<file path="config.mk">
export PLATFORM = sky130hd
export DESIGN_NAME = ext_control_pin_logic
export DESIGN_NICKNAME = d
export VERILOG_FILES = /design/src/hw/ext_ctrl_pkg.sv /design/src/hw/ext_control_pin_logic.sv
export SDC_FILE = /design/constraint.sdc
export NUM_CORES = 1
export LEC_CHECK = 0
export ABC_CLOCK_PERIOD_IN_PS = 43000
export BUFFER_PORTS_ARGS = -buffer_cell sky130_fd_sc_hd__buf_2
export CAP_MARGIN = 25
export CORE_MARGIN = 10
export CORE_UTILIZATION = 60
export CTS_BUF_LIST = sky130_fd_sc_hd__clkbuf_4
export CTS_CLUSTER_DIAMETER = 150
export DETAILED_ROUTE_END_ITERATION = 7
export PLACE_DENSITY = 0.82
export SLEW_MARGIN = 15
export SYNTH_ARGS = -nofsm -noshare
export SYNTH_HDL_FRONTEND = slang
export SYNTH_SLANG_ARGS = --single-unit
</file>
<file path="constraint.sdc">
create_clock -name pclk -period 43 [get_ports pclk]
set_clock_uncertainty 0.2 [all_clocks]
set_input_delay 2.15 -clock pclk [delete_from_list [all_inputs] [get_ports pclk]]
set_output_delay 2.15 -clock pclk [all_outputs]
set_load 0.005 [all_outputs]
</file>
<file path="src/hw/ext_ctrl_pkg.sv">
package ext_ctrl_pkg;

  // APB register byte offsets
  localparam logic [7:0] CTRL_OFS   = 8'h00;
  localparam logic [7:0] RES_OFS    = 8'h04;
  localparam logic [7:0] SETPT_OFS  = 8'h08;
  localparam logic [7:0] STATUS_OFS = 8'h0C;
  localparam logic [7:0] EVENT_OFS  = 8'h10;

  // Control register fields
  localparam int CTRL_SEL_LSB    = 0;  // 2 bits: external control select
  localparam int CTRL_POL_BIT    = 2;  // load-on input polarity
  localparam int CTRL_RANGE_LSB  = 3;  // 2 bits: front-panel range
  localparam int CTRL_TRGEN_BIT  = 5;  // trigger output enable
  localparam int CTRL_SHORT_BIT  = 6;  // short function active
  localparam int CTRL_MODE_LSB   = 8;  // 2 bits: operating mode

  // Event register bits (write-one pulses)
  localparam int EV_KEY_ON_BIT  = 0;
  localparam int EV_KEY_OFF_BIT = 1;
  localparam int EV_DYN_BIT     = 2;
  localparam int EV_SEQ_BIT     = 3;
  localparam int EV_PAUSE_BIT   = 4;

  // Status register fields
  localparam int ST_LOAD_BIT   = 0;
  localparam int ST_ALARM_BIT  = 1;
  localparam int ST_OVR_BIT    = 2;
  localparam int ST_PAUSED_BIT = 3;
  localparam int ST_RANGE_LSB  = 4;

  localparam logic [31:0] CTRL_RESET = 32'h0000_0000;
  localparam logic [15:0] RES_RESET  = 16'h0000;

  // Resistance in ohms; full scale 10 k, over-range above 11.8 k
  localparam logic [15:0] RES_FULL_OHM = 16'd10000;
  localparam logic [15:0] RES_OVR_OHM  = 16'd11800;
  localparam int          SETPT_W      = 16;
  localparam logic [SETPT_W-1:0] SETPT_RATED = 16'hFFFF;

  // Timing
  localparam int CLK_MHZ       = 200;
  localparam int TRIG_IN_NS    = 10000;  // 10 us minimum trigger in
  localparam int TRIGGER_OUTPUT_ENABLE_NS   = 2000;   // 2 us minimum trigger out
  localparam int TRIG_IN_CYC   = (TRIG_IN_NS * CLK_MHZ + 999) / 1000;
  localparam int TRIGGER_OUTPUT_ENABLE_CYC  = (TRIGGER_OUTPUT_ENABLE_NS * CLK_MHZ + 999) / 1000;

  typedef enum logic [1:0] {
    SEL_PANEL,
    SEL_VOLT,
    SEL_RPROP,
    SEL_RINV
  } ext_sel_e;

  typedef enum logic [1:0] {
    RANGE_HIGH,
    RANGE_MID,
    RANGE_LOW
  } current_range_setting_e;

  typedef enum logic [1:0] {
    constant_current_mode,
    constant_resistance_mode,
    constant_voltage_mode,
    constant_power_mode
  } op_mode_e;

endpackage

</file>
<file path="src/hw/ext_control_pin_logic.sv">
`timescale 1ns/1ps
// Contract
// Resistance above 11.8k raises over-range alarm and zeroes set-point.
// Resistance control works identically in all four operating modes.
// Proportional set-point is rated times resistance in kilohms over ten.
// Inverse set-point is rated times one minus kilohms over ten.
// Control select picks proportional or inverse resistance control.
// Load turns on when load-on input matches configured polarity.
// External input holding load off blocks panel key turn-on.
// Panel key may still turn off an externally enabled load.
// Load status output shows whether load is on.
// External range select only with voltage or resistance control.
// External range select only when panel range is high.
// Range inputs: HH high, first high second low middle, LH low.
// Range status: high off-off, middle off-on, low on-off.
// Trigger input pulse resumes a paused sequence.
// Outside party drives active-high trigger of at least 10 us.
// Low alarm input raises alarm and message; high clears it.
// External device or parallel slave may pull alarm input low.
// Alarm status output shows whether alarm is on.
// Short relay closes only while short function is active.
// Trigger out on dynamic switching, and on sequence when enabled.
// Trigger output pulse lasts at least 2 us.
// Inverse control recommended so an open cable gives minimum.
// All external inputs pass a two-stage synchroniser first.
// Trigger in counts after staying high minimum width, once per pulse.
module ext_control_pin_logic
  import ext_ctrl_pkg::*;
#(
  parameter int TRIG_IN_CYCLES  = TRIG_IN_CYC,
  parameter int TRIGGER_OUTPUT_ENABLE_CYCLES = TRIGGER_OUTPUT_ENABLE_CYC
) (
  input  wire logic               pclk,
  input  wire logic               presetn,
  input  wire logic               clk_en,
  input  wire logic               psel,
  input  wire logic               penable,
  input  wire logic               pwrite,
  input  wire logic [7:0]         paddr,
  input  wire logic [31:0]        pwdata,
  output logic      [31:0]        prdata,
  output logic                    pready,
  output logic                    pslverr,
  input  wire logic               load_on_in,
  input  wire logic               range_sel1_in,
  input  wire logic               range_sel2_in,
  input  wire logic               trig_in,
  input  wire logic               alarm_in_n,
  output logic                    load_status,
  output logic                    range_status1,
  output logic                    range_status0,
  output logic                    alarm_status,
  output logic                    short_relay,
  output logic                    trigger_output_enable,
  output logic                    ext_overrange_alarm,
  output logic                    ext_alarm_message,
  output logic                    seq_resume,
  output logic      [SETPT_W-1:0] setpoint
);

  localparam int TIW = $clog2(TRIG_IN_CYCLES + 1);
  localparam int TOW = $clog2(TRIGGER_OUTPUT_ENABLE_CYCLES + 1);
  localparam logic [TIW-1:0] TI_MAX = TIW'(TRIG_IN_CYCLES);
  localparam logic [TOW-1:0] TO_MAX = TOW'(TRIGGER_OUTPUT_ENABLE_CYCLES);

  typedef enum logic [1:0] {
    TRG_IDLE,
    TRG_COUNT,
    TRG_WAIT_LOW
  } trg_state_e;

  typedef struct packed {
    logic [4:0]         s1;
    logic [4:0]         s2;
    logic [31:0]        ctrl;
    logic [15:0]        res;
    logic               load_on;
    logic               ext_on_prev;
    logic               paused;
    current_range_setting_e            range;
    trg_state_e         trg;
    logic [TIW-1:0]     ti_cnt;
    logic [TOW-1:0]     to_cnt;
    logic [31:0]        prdata;
    logic               pready;
    logic               pslverr;
    logic               load_status;
    logic               rs1;
    logic               rs0;
    logic               alarm;
    logic               short_relay;
    logic               trigger_output_enable;
    logic               ovr;
    logic               resume;
    logic [SETPT_W-1:0] setpoint;
  } state_s;

  state_s st_q;
  state_s st_d;

  logic [4:0] raw_in;
  assign raw_in = {alarm_in_n, trig_in, range_sel2_in, range_sel1_in,
                   load_on_in};

  always_comb begin
    ext_sel_e   sel;
    logic       ext_on;
    logic       wr;
    logic [7:0] ev;
    logic [31:0] prod;
    logic [15:0] r_eff;
    current_range_setting_e    ext_rng;
    logic       ext_rng_ok;
    logic       trig_fire;
    sel        = ext_sel_e'(st_q.ctrl[CTRL_SEL_LSB +: 2]);
    ext_on     = 1'b0;
    wr         = 1'b0;
    ev         = 8'h00;
    prod       = 32'h0000_0000;
    r_eff      = 16'h0000;
    ext_rng    = RANGE_HIGH;
    ext_rng_ok = 1'b0;
    trig_fire  = 1'b0;
    st_d       = st_q;

    // Synchroniser stage two reads only stage one
    st_d.s1 = raw_in;
    st_d.s2 = st_q.s1;

    // APB: one wait state, answer in the second access cycle after setup
    st_d.pready  = 1'b0;
    st_d.pslverr = 1'b0;
    st_d.resume  = 1'b0;
    if (psel && penable && !st_q.pready) begin
      st_d.pready = 1'b1;
      wr = pwrite;
      st_d.prdata = 32'h0000_0000;
      case (paddr)
        CTRL_OFS: begin
          if (wr) st_d.ctrl = pwdata;
          st_d.prdata = st_q.ctrl;
        end
        RES_OFS: begin
          if (wr) st_d.res = pwdata[15:0];
          st_d.prdata = {16'h0000, st_q.res};
        end
        SETPT_OFS: st_d.prdata = {{(32-SETPT_W){1'b0}}, st_q.setpoint};
        STATUS_OFS: st_d.prdata = {26'h0, st_q.range, st_q.paused,
                                   st_q.ovr, st_q.alarm, st_q.load_on};
        EVENT_OFS: if (wr) ev = pwdata[7:0];
        default: st_d.pslverr = 1'b1;
      endcase
    end

    // Load on/off from external input and panel key
    ext_on = (st_q.s2[0] == st_q.ctrl[CTRL_POL_BIT]);
    if (ext_on && !st_q.ext_on_prev) st_d.load_on = 1'b1;
    else if (!ext_on && st_q.ext_on_prev) st_d.load_on = 1'b0;
    if (ev[EV_KEY_OFF_BIT]) st_d.load_on = 1'b0;
    else if (ev[EV_KEY_ON_BIT] && ext_on) st_d.load_on = 1'b1;
    if (!ext_on) st_d.load_on = 1'b0;
    st_d.ext_on_prev = ext_on;
    st_d.load_status = st_d.load_on;

    // Range: external decode only under V/R/Rinv and panel high
    case ({st_q.s2[1], st_q.s2[2]})
      2'b11: ext_rng = RANGE_HIGH;
      2'b10: ext_rng = RANGE_MID;
      2'b01: ext_rng = RANGE_LOW;
      default: ext_rng = RANGE_HIGH;
    endcase
    ext_rng_ok = (sel != SEL_PANEL)
               && (current_range_setting_e'(st_q.ctrl[CTRL_RANGE_LSB +: 2])
                   == RANGE_HIGH);
    st_d.range = ext_rng_ok ? ext_rng
               : current_range_setting_e'(st_q.ctrl[CTRL_RANGE_LSB +: 2]);
    st_d.rs1 = (st_d.range == RANGE_LOW);
    st_d.rs0 = (st_d.range == RANGE_MID);

    // Alarm follows the active-low input level
    st_d.alarm = !st_q.s2[4];

    st_d.short_relay = st_q.ctrl[CTRL_SHORT_BIT];

    // Set-point, mode independent
    st_d.ovr = (sel == SEL_RPROP || sel == SEL_RINV)
             && (st_q.res > RES_OVR_OHM);
    r_eff = (st_q.res > RES_FULL_OHM) ? RES_FULL_OHM : st_q.res;
    if (sel == SEL_RINV)
      r_eff = RES_FULL_OHM - r_eff;
    prod = 32'(SETPT_RATED) * 32'(r_eff);
    if (st_d.ovr)
      st_d.setpoint = '0;
    else if (sel == SEL_RPROP || sel == SEL_RINV)
      st_d.setpoint = SETPT_W'(prod / 32'(RES_FULL_OHM));
    else
      st_d.setpoint = '0;

    // Trigger input qualifier
    case (st_q.trg)
      TRG_IDLE: begin
        st_d.ti_cnt = '0;
        if (st_q.s2[3]) st_d.trg = TRG_COUNT;
      end
      TRG_COUNT: begin
        if (!st_q.s2[3]) st_d.trg = TRG_IDLE;
        else if (st_q.ti_cnt >= TI_MAX - 1'b1) begin
          st_d.trg = TRG_WAIT_LOW;
          trig_fire = 1'b1;
        end else st_d.ti_cnt = st_q.ti_cnt + 1'b1;
      end
      TRG_WAIT_LOW: if (!st_q.s2[3]) st_d.trg = TRG_IDLE;
      default: st_d.trg = TRG_IDLE;
    endcase

    // Pause wins nothing over a simultaneous resume
    if (ev[EV_PAUSE_BIT]) st_d.paused = 1'b1;
    if (trig_fire && st_q.paused) begin
      st_d.paused = 1'b0;
      st_d.resume = 1'b1;
    end

    // Trigger output pulse, retriggerable
    if (ev[EV_DYN_BIT]
        || (ev[EV_SEQ_BIT] && st_q.ctrl[CTRL_TRGEN_BIT])) begin
      st_d.to_cnt = TO_MAX;
    end else if (st_q.to_cnt != '0) begin
      st_d.to_cnt = st_q.to_cnt - 1'b1;
    end
    st_d.trigger_output_enable = (st_d.to_cnt != '0);
  end

  always_ff @(posedge pclk or negedge presetn) begin
    if (!presetn) begin
      st_q      <= '0;
      st_q.s1   <= 5'h11;
      st_q.s2   <= 5'h11;
      st_q.ctrl <= CTRL_RESET;
      st_q.res  <= RES_RESET;
    end else if (clk_en) begin
      st_q <= st_d;
    end
  end

  assign prdata              = st_q.prdata;
  assign pready              = st_q.pready;
  assign pslverr             = st_q.pslverr;
  assign load_status         = st_q.load_status;
  assign range_status1       = st_q.rs1;
  assign range_status0       = st_q.rs0;
  assign alarm_status        = st_q.alarm;
  assign short_relay         = st_q.short_relay;
  assign trigger_output_enable            = st_q.trigger_output_enable;
  assign ext_overrange_alarm = st_q.ovr;
  assign ext_alarm_message   = st_q.alarm;
  assign seq_resume          = st_q.resume;
  assign setpoint            = st_q.setpoint;

endmodule

</file>
# Word level (Yosys, flattened, before mapping)
# Cells that the tools add are included.
# op_classes
reduce_logical	31
n_div	1
eq_ne	19
n_mul	1
mux	33
order_cmp	3
n_addsub	3
# op_table
cell	count
32-bit case mux with 4 select lines	1
16-bit 2-to-1 mux	4
32-bit by 14-bit divider with 32-bit output, second input constant	1
16-bit by 14-bit greater-than comparator with 1-bit output, second input constant	2
16-bit by 16-bit multiplier with 32-bit output, first input constant	1
11-bit 2-to-1 mux	2
11-bit case mux with 2 select lines	1
9-bit 2-to-1 mux	2
9-bit nonzero test	2
8-bit by 4-bit == test with 1-bit output, second input constant	2
4-bit AND reduction	4
14-bit by 16-bit subtractor with 16-bit output, first input constant	1
5-bit 2-to-1 mux	3
1-bit 2-to-1 mux	12
2-bit 2-to-1 mux	6
11-bit by 1-bit adder with 11-bit output, second input constant	1
11-bit greater-or-equal comparator, second input constant	1
2-bit == test, second input constant	5
1-bit logical AND	9
9-bit by 1-bit subtractor with 9-bit output, second input constant	1
8-bit by 3-bit == test with 1-bit output, second input constant	1
8-bit by 5-bit == test with 1-bit output, second input constant	1
8-bit zero test	1
2-bit != test, second input constant	4
other kinds (12)	23
# word_totals
out_inout_bits	59
ff_bits	142

# Longest topological paths before layout
# Gate-level depths: netlist of run 1.
# depth
ltp_word	8
depth_mapped	99
mapped_depth_nobuf	88

# Worst setup path after synthesis of run 1
# OpenSTA, ideal clock, no wires.
# synth_path
kind	flip-flop to flip-flop
start	register st_q[87] (netlist name)
end	register st_q, in the netlist setpoint[0]
t_required_ps	42710
setup_time_ps	90
stages_incl_launch_ff	93
path_slack_ps	18697
synth_period_minus_slack_ps	24303
t_arrival_ps	24013
cell_sequence	dfrtp_1 > or3_1 > o21ai_0 > a21oi_1 > or3_1 > a21boi_0 > nand2_1 > ha_1 > o21ai_0 > mux2i_1 > a22o_1 > a21oi_1 > nand2_1 > o21ai_0 > o21a_1 > inv_1 > fa_1 > inv_1 > (+57 left out) > a31oi_4 > a2111oi_4 > o41ai_4 > a2111o_1 > and3b_1 > or2_0 > buf_2 > a211o_1 > and2_1 > buf_6 > o311a_4 > or3_1 > nand4_1 > a21boi_1 > or4b_1 > a32oi_1 > a211oi_1 > o221ai_1
# synth_via
elab_chain_len	8
word_cells_on_any_way	10
classes_between	add/sub: 1; mul: 1; div: 1; order compare: 2; mux: 4; reduce/logical: 1
# synth_lines
element	line_no	source
start, declared	ext_control_pin_logic.sv:98	state_s st_q;
start signal, assigned	ext_control_pin_logic.sv:241	st_q <= st_d;
16-bit by 14-bit greater-than comparator with 1-bit output	ext_control_pin_logic.sv:188	r_eff = (st_q.res > RES_FULL_OHM) ? RES_FULL_OHM : st_q.res;
16-bit 2-to-1 mux	ext_control_pin_logic.sv:188	
14-bit by 16-bit subtractor with 16-bit output	ext_control_pin_logic.sv:190	r_eff = RES_FULL_OHM - r_eff;
16-bit 2-to-1 mux	ext_control_pin_logic.sv:189	if (sel == SEL_RINV)
16-bit by 16-bit multiplier with 32-bit output	ext_control_pin_logic.sv:191	prod = 32'(SETPT_RATED) * 32'(r_eff);
32-bit by 14-bit divider with 32-bit output	ext_control_pin_logic.sv:195	st_d.setpoint = SETPT_W'(prod / 32'(RES_FULL_OHM));
16-bit 2-to-1 mux	ext_control_pin_logic.sv:194	else if (sel == SEL_RPROP || sel == SEL_RINV)
16-bit 2-to-1 mux *	ext_control_pin_logic.sv:192	if (st_d.ovr)
# Mark *: on every way between the ends. The rest lies on a longest branch, timed or not.
# A chain may end at the register's enable or synchronous reset.

# Final worst setup path of run 1
# Ends and elaborated chain as after synthesis.

==> results of run 1 <==
worst max-delay path, delay by kind of cell, from the launching register on:
| kind | cells | cell delay (ps) |
|---|---|---|
| flops | 1 | 440 |
| mux | 3 | 1020 |
| xor+xnor | 6 | 2190 |
| fa+ha+maj | 7 | 3400 |
| buf+inv | 4 | 380 |
| simple gates | 24 | 7900 |
| compound gates | 41 | 12970 |
stage by stage:
stage	instances	setup WS [ps]	hold slack, ps
floorplan	2303	18700	238
global placement	2696	15680	256
detailed placement	2696	14990	263
CTS	2728	14870	296
global route	2731	12230	318
finish	2731	14370	293
placed cells by master, fill, tap and decap left out, drive strengths merged, types with 31 or more instances in the layout:
cell type,netlist,routed
a211oi,41,41
a21o,33,33
a21oi,137,137
buf,81,116
dfrtp,138,138
fa,83,83
ha,115,115
inv,156,163
mux2,67,67
nand2,208,208
nand3,63,63
nand4,36,36
nor2,172,172
nor3,69,69
o21ai,130,130
o31ai,32,32
or3,31,31
xnor2,76,76
xor2,42,42
routing by layer:
layer | track usage (%) | vias to the layer above
met5 | 0 | -
met4 | 6.70 | 0
met3 | 3.33 | 97
met2 | 45.6 | 750
met1 | 34.8 | 8791
li1 | - | 8540
registers in the layout (all words and copies together) (netlist names), 6 cells and up:
register	count
st_q	78
prdata	32
setpoint	16
st_d	6
worst max path at each step:
| stage | from | end | slack [ps] | cells after the start |
|---|---|---|---|---|
| 6_report | st_q[87] | setpoint[0] | 14370 | 85 |
| 5_1_grt | st_q[87] | setpoint[0] | 12230 | 86 |
| 4_1_cts | st_q[87] | setpoint[0] | 14870 | 85 |
| 3_5_place_dp | st_q[87] | setpoint[0] | 14990 | 85 |
| 3_3_place_gp | st_q[87] | setpoint[0] | 15680 | 86 |
| 2_1_floorplan | st_q[87] | setpoint[0] | 18700 | 92 |
cells by family after synthesis:
group | Yosys count
flops | 142
simple gates | 751
fa+ha+maj | 205
mux | 95
buf+inv | 281
compound gates | 706
other cells | 2
xor+xnor | 118
layout make-up:
cell class	count	area (µm²)	share of cell area [%]
Tap cell	402	503	2.50
Sequential cell	142	3560	17.7
Clock inverter	15	178	0.884
Inverter	156	586	2.91
Clock buffer	17	128	0.635
Multi-Input combinational cell	1880	14500	72.3
Antenna cell	1	2.50	0.0124
Timing Repair Buffer	118	617	3.07
==> flow_metrics.env, run 1 <==
export IMPL_synth_ff_type="dfrtp_1"
export IMPL_post_route_min_period_ps=28630
export IMPL_fp_dieW_um=200
export IMPL_fp_dieH_um=200
export IMPL_holdCritStartpoint="prdata[8]"
export IMPL_synth_top_area_cell="dfrtp_1"
export IMPL_worst_setup_path_type="reg -> reg"
export IMPL_initial_core_util_pct=61.1
export IMPL_tns_ps=0
export IMPL_synthArstFlopShare_pct=100
export IMPL_clockBufferDepth=2
export IMPL_ant_nets=0
export IMPL_gp_congestion=0.935
export IMPL_via_per_inst=6.66
export IMPL_drt_wirelength_per_cell_um=19.6
export IMPL_n_fill_cell=2692
export IMPL_clkTransAtPathRegs_ps=150
export IMPL_firstDrtPassIters=8
export IMPL_regToRegStartpoint="st_q[87]"
export IMPL_post_route_period_util_pct=66.6
export IMPL_cts_buffers=17
export IMPL_violations="design-rule violations"
export IMPL_ys_top_cells_by_count="nand2_1 (208), nor2_1 (171), inv_1 (155)"
export IMPL_ys_ff_latch=142
export IMPL_syn_cell_area_um2=19400
export IMPL_netlist_instances=2300
export IMPL_yosysWarnings=0
export IMPL_yosysUniqueCellTypes=127
export IMPL_cp_arrival_ps=28910
export IMPL_grt_pass1_vias=17300
export IMPL_slew_headroom_pct=33.3
export IMPL_portBuffers=109
export IMPL_reg2reg_depth=85
export IMPL_ctsResizeCount=0
export IMPL_insertion_delay_ps=600
export IMPL_dpl_hpwl_um=42500
export IMPL_gr_total_overflow=0
export IMPL_worst_pin_slew_ps=1000
export IMPL_wl_met2_um=26400
export IMPL_synth_top_family_by_area="compound AO/OA/AOI/OAI gates"
export IMPL_route_vias_total=18200
export IMPL_fin_util_pct=63.4
export IMPL_cp_slowest_cell="or4_1"
export IMPL_ys_seq_area_share_pct=18.4
export IMPL_required_ps=43280
export IMPL_place_area_um2=19800
export IMPL_topRoutingLayerUsed="met4"
export IMPL_setup_violations=0
export IMPL_crit_path_frequent_cell="or3_1"
export IMPL_hold_viol_final=0
export IMPL_fmax_mhz=34.9
export IMPL_dr_first_iter_drc_count=1574
export IMPL_synth_edf_count=0
export IMPL_synth_area_leaders="dfrtp_1 (18%), fa_1 (8.6%), ha_1 (7.4%), nand2_1 (4.0%), mux2_2 (3.7%)"
export IMPL_status="complete, but fails checks"
export IMPL_rsz0062_at_grt="false"
export IMPL_maxSlewViolCount=0
export IMPL_htree_levels=4
export IMPL_synthSimpleGateAreaFrac_pct=19.5
export IMPL_root_buffer="clkbuf_4"
export IMPL_track_usage_pct=26.6
export IMPL_ff2ff_setup_slack_ps=14370
export IMPL_synth_compound_area_share_pct=27.7
export IMPL_cts_tree="built"
export IMPL_cts_setup_buffers=0
export IMPL_route_met3_wl_um=3560
export IMPL_hp_class="reg -> reg"
export IMPL_cts_sinks=142
export IMPL_layout_drive_gt1_share_pct=13.6
export IMPL_drt_total_wl_um=53600
export IMPL_synthXorXnorAreaFrac_pct=5.57
export IMPL_synth_top_area_share_pct=17.8
export IMPL_nets=2564
export IMPL_grt_pass1_wl_um=87600
export IMPL_drcViolationCount=5
export IMPL_rows=65
export IMPL_cpPeakStageDelay_ps=720
export IMPL_synth_area_mux_share_pct=5.77
export IMPL_max_cap_violations=0
export IMPL_grt_max_degree=88
export IMPL_holdBufCountCts=0
export IMPL_cp_start_kind="flip-flop"
export IMPL_hold_path_cell_count=2
export IMPL_synth_adder_area_share_pct=16.4
export IMPL_reg2reg_to="setpoint[0]"
export IMPL_core_area_um2=31700
export IMPL_hold_end="prdata[8]"
export IMPL_yosysMostFrequentCell="nand2_1"
export IMPL_die_area_um2=39900
export IMPL_final_cell_area_um2=20100
export IMPL_area_growth_syn_to_layout_pct=3.78
export IMPL_endpoint_kind="flip-flop"
export IMPL_ios=110
export IMPL_avgSynthCellArea_um2=8.42
export IMPL_wl_met1_um=22500
export IMPL_cp_max_fo=14
export IMPL_antenna_found_initial=1
Power of run 1 is left out: the tool's default activity adds up to more than one toggle a clock period on the data nets, which glitch-free logic cannot reach.
==> run 2: changes to the inputs <==
Settings changed: ABC_CLOCK_PERIOD_IN_PS 43000 to 24700, CORE_UTILIZATION 60 to 59, PLACE_DENSITY 0.82 to 0.84.
Clock period 43 ns to 24.7 ns, I/O delays scaled along.
==> flow_metrics.env, run 2 (synthesis results as in run 1) <==
export IMPL_crit_path_frequent_cell="fa_1"
export IMPL_layout_commonest_cell="nand2_1"
export IMPL_portBuffers=109
export IMPL_worst_setup_path_type="reg -> reg"
export IMPL_die_area_um2=40500
export IMPL_drt_wirelength_per_cell_um=19.8
export IMPL_antenna_found_initial=1
export IMPL_post_route_period_util_pct=96.7
export IMPL_hp_class="reg -> reg"
export IMPL_htree_levels=4
export IMPL_largest_reg_flops=78
export IMPL_cp_start_kind="flip-flop"
export IMPL_cp_num_buf_inv=8
export IMPL_grt_pass1_vias=18400
export IMPL_worst_pin_slew_ps=1070
export IMPL_rows=66
export IMPL_holdBufCountCts=0
export IMPL_cp_arrival_ps=24110
export IMPL_gp_congestion=0.977
export IMPL_dr_first_iter_drc_count=1593
export IMPL_gr_total_overflow=0
export IMPL_maxSlewViolCount=0
export IMPL_insertion_delay_ps=560
export IMPL_cp_slowest_cell="fa_2"
export IMPL_firstDrtPassIters=6
export IMPL_layout_drive_gt1_share_pct=25.6
export IMPL_root_buffer="clkbuf_4"
export IMPL_cts_buffers=17
export IMPL_cp_max_fo=9
export IMPL_regMostFlops="st_q"
export IMPL_fp_dieH_um=201
export IMPL_post_route_min_period_ps=23890
export IMPL_nets=2743
export IMPL_place_area_um2=20800
export IMPL_final_cell_area_um2=22400
export IMPL_hold_viol_final=0
export IMPL_layout_common_cells="nand2_1 (200), buf_4 (184), nor2_1 (165)"
export IMPL_core_area_um2=32500
export IMPL_max_cap_violations=0
export IMPL_path_delay_family="compound AO/OA/AOI/OAI gates"
export IMPL_cts_tree="built"
export IMPL_drt_total_wl_um=58200
export IMPL_initial_core_util_pct=59.7
export IMPL_grt_max_degree=82
export IMPL_slew_headroom_pct=28.3
export IMPL_cpPeakStageDelay_ps=590
export IMPL_ios=110
export IMPL_drcViolationCount=0
export IMPL_dp_cells=2858
export IMPL_fin_cells=2948
export IMPL_clkTransAtPathRegs_ps=140
export IMPL_via_per_inst=6.45
export IMPL_fmax_mhz=41.9
export IMPL_grt_pass1_wl_um=92600
export IMPL_fp_dieW_um=201
export IMPL_clockBufferDepth=2
export IMPL_status="finished, final reports clean"
export IMPL_area_growth_syn_to_layout_pct=15.8
export IMPL_dpl_hpwl_um=44600
export IMPL_track_usage_pct=26.7
export IMPL_ant_nets=0
export IMPL_required_ps=24910
export IMPL_route_vias_total=19000
export IMPL_cts_sinks=142
export IMPL_endpoint_kind="flip-flop"
export IMPL_setup_violations=0
==> run 2: changes by cell type in the layout (fill, tap and decap cells not counted), sizes merged <==
cell / before / now
mux2: 67 / 68
clkbuf: 19 / 18
buf: 116 / 296
diode: 1 / 2
clkinv: 4 / 7
inv: 163 / 157
clkinvlp: 2 / 1
==> run 2: metal layers <==
layer  up-vias  global-route usage (%)  wire length, µm
li1       8879                       -                -
met1      9271                    34.0            24100
met2       739                    46.8            29200
met3       123                    3.55             3480
met4         0                    6.93             1460
met5         -                       0                0
==> run 2: worst paths after layout <==
check                                 from          end  slack [ps]  cells past startpoint
min in group asynchronous          presetn     st_q[63]         510                      1
worst max register to register    st_q[86]  setpoint[0]         810                     84
worst min-delay path            prdata[14]   prdata[14]         290                      2
worst max-delay path              st_q[86]  setpoint[0]         810                     84
max in group asynchronous          presetn   prdata[27]       22500                      2
worst min register to register  prdata[14]   prdata[14]         290                      2
==> run 2: layout make-up <==
class                      instances  area, µm²
clock inverter                    11        121
clock buffer                      18        135
timing repair buffer             296       1980
multi-input combinational       1881      15500
antenna                            2       5.00
inverter                         156        586
sequential                       142       3560
tap                              442        553
fill                            2557      10000
==> run 2: worst min-delay path: cells and delay by family (launching register included) <==
kind | cells | cell delay [ps]
AND/OR/NAND/NOR | 1 | 50
flip-flops | 1 | 370
AO/OA/AOI/OAI | 1 | 50
==> run 2: what timing repair did <==
item | CTS | global route
setup buffers | 4 | 54
pin swaps | 5 | 52
resized for setup | 39 | 173
hold endpoints to repair | 0 | 0
cloned | 0 | 1
setup endpoints to repair | 2 | 3
==> run 2: per-stage QoR <==
step                setup slack (ps)  utilization [%]  TNS (ps)  hold slack (ps)
detailed placement              -515             63.9      -720              262
CTS                             2.48             65.4         0              292
finish                           808             69.1         0              293
global placement                25.7             63.9         0              252
floorplan                        397                -         0              238
global route                    -263             69.1      -263              318
Power of run 2 is left out for the same reason.
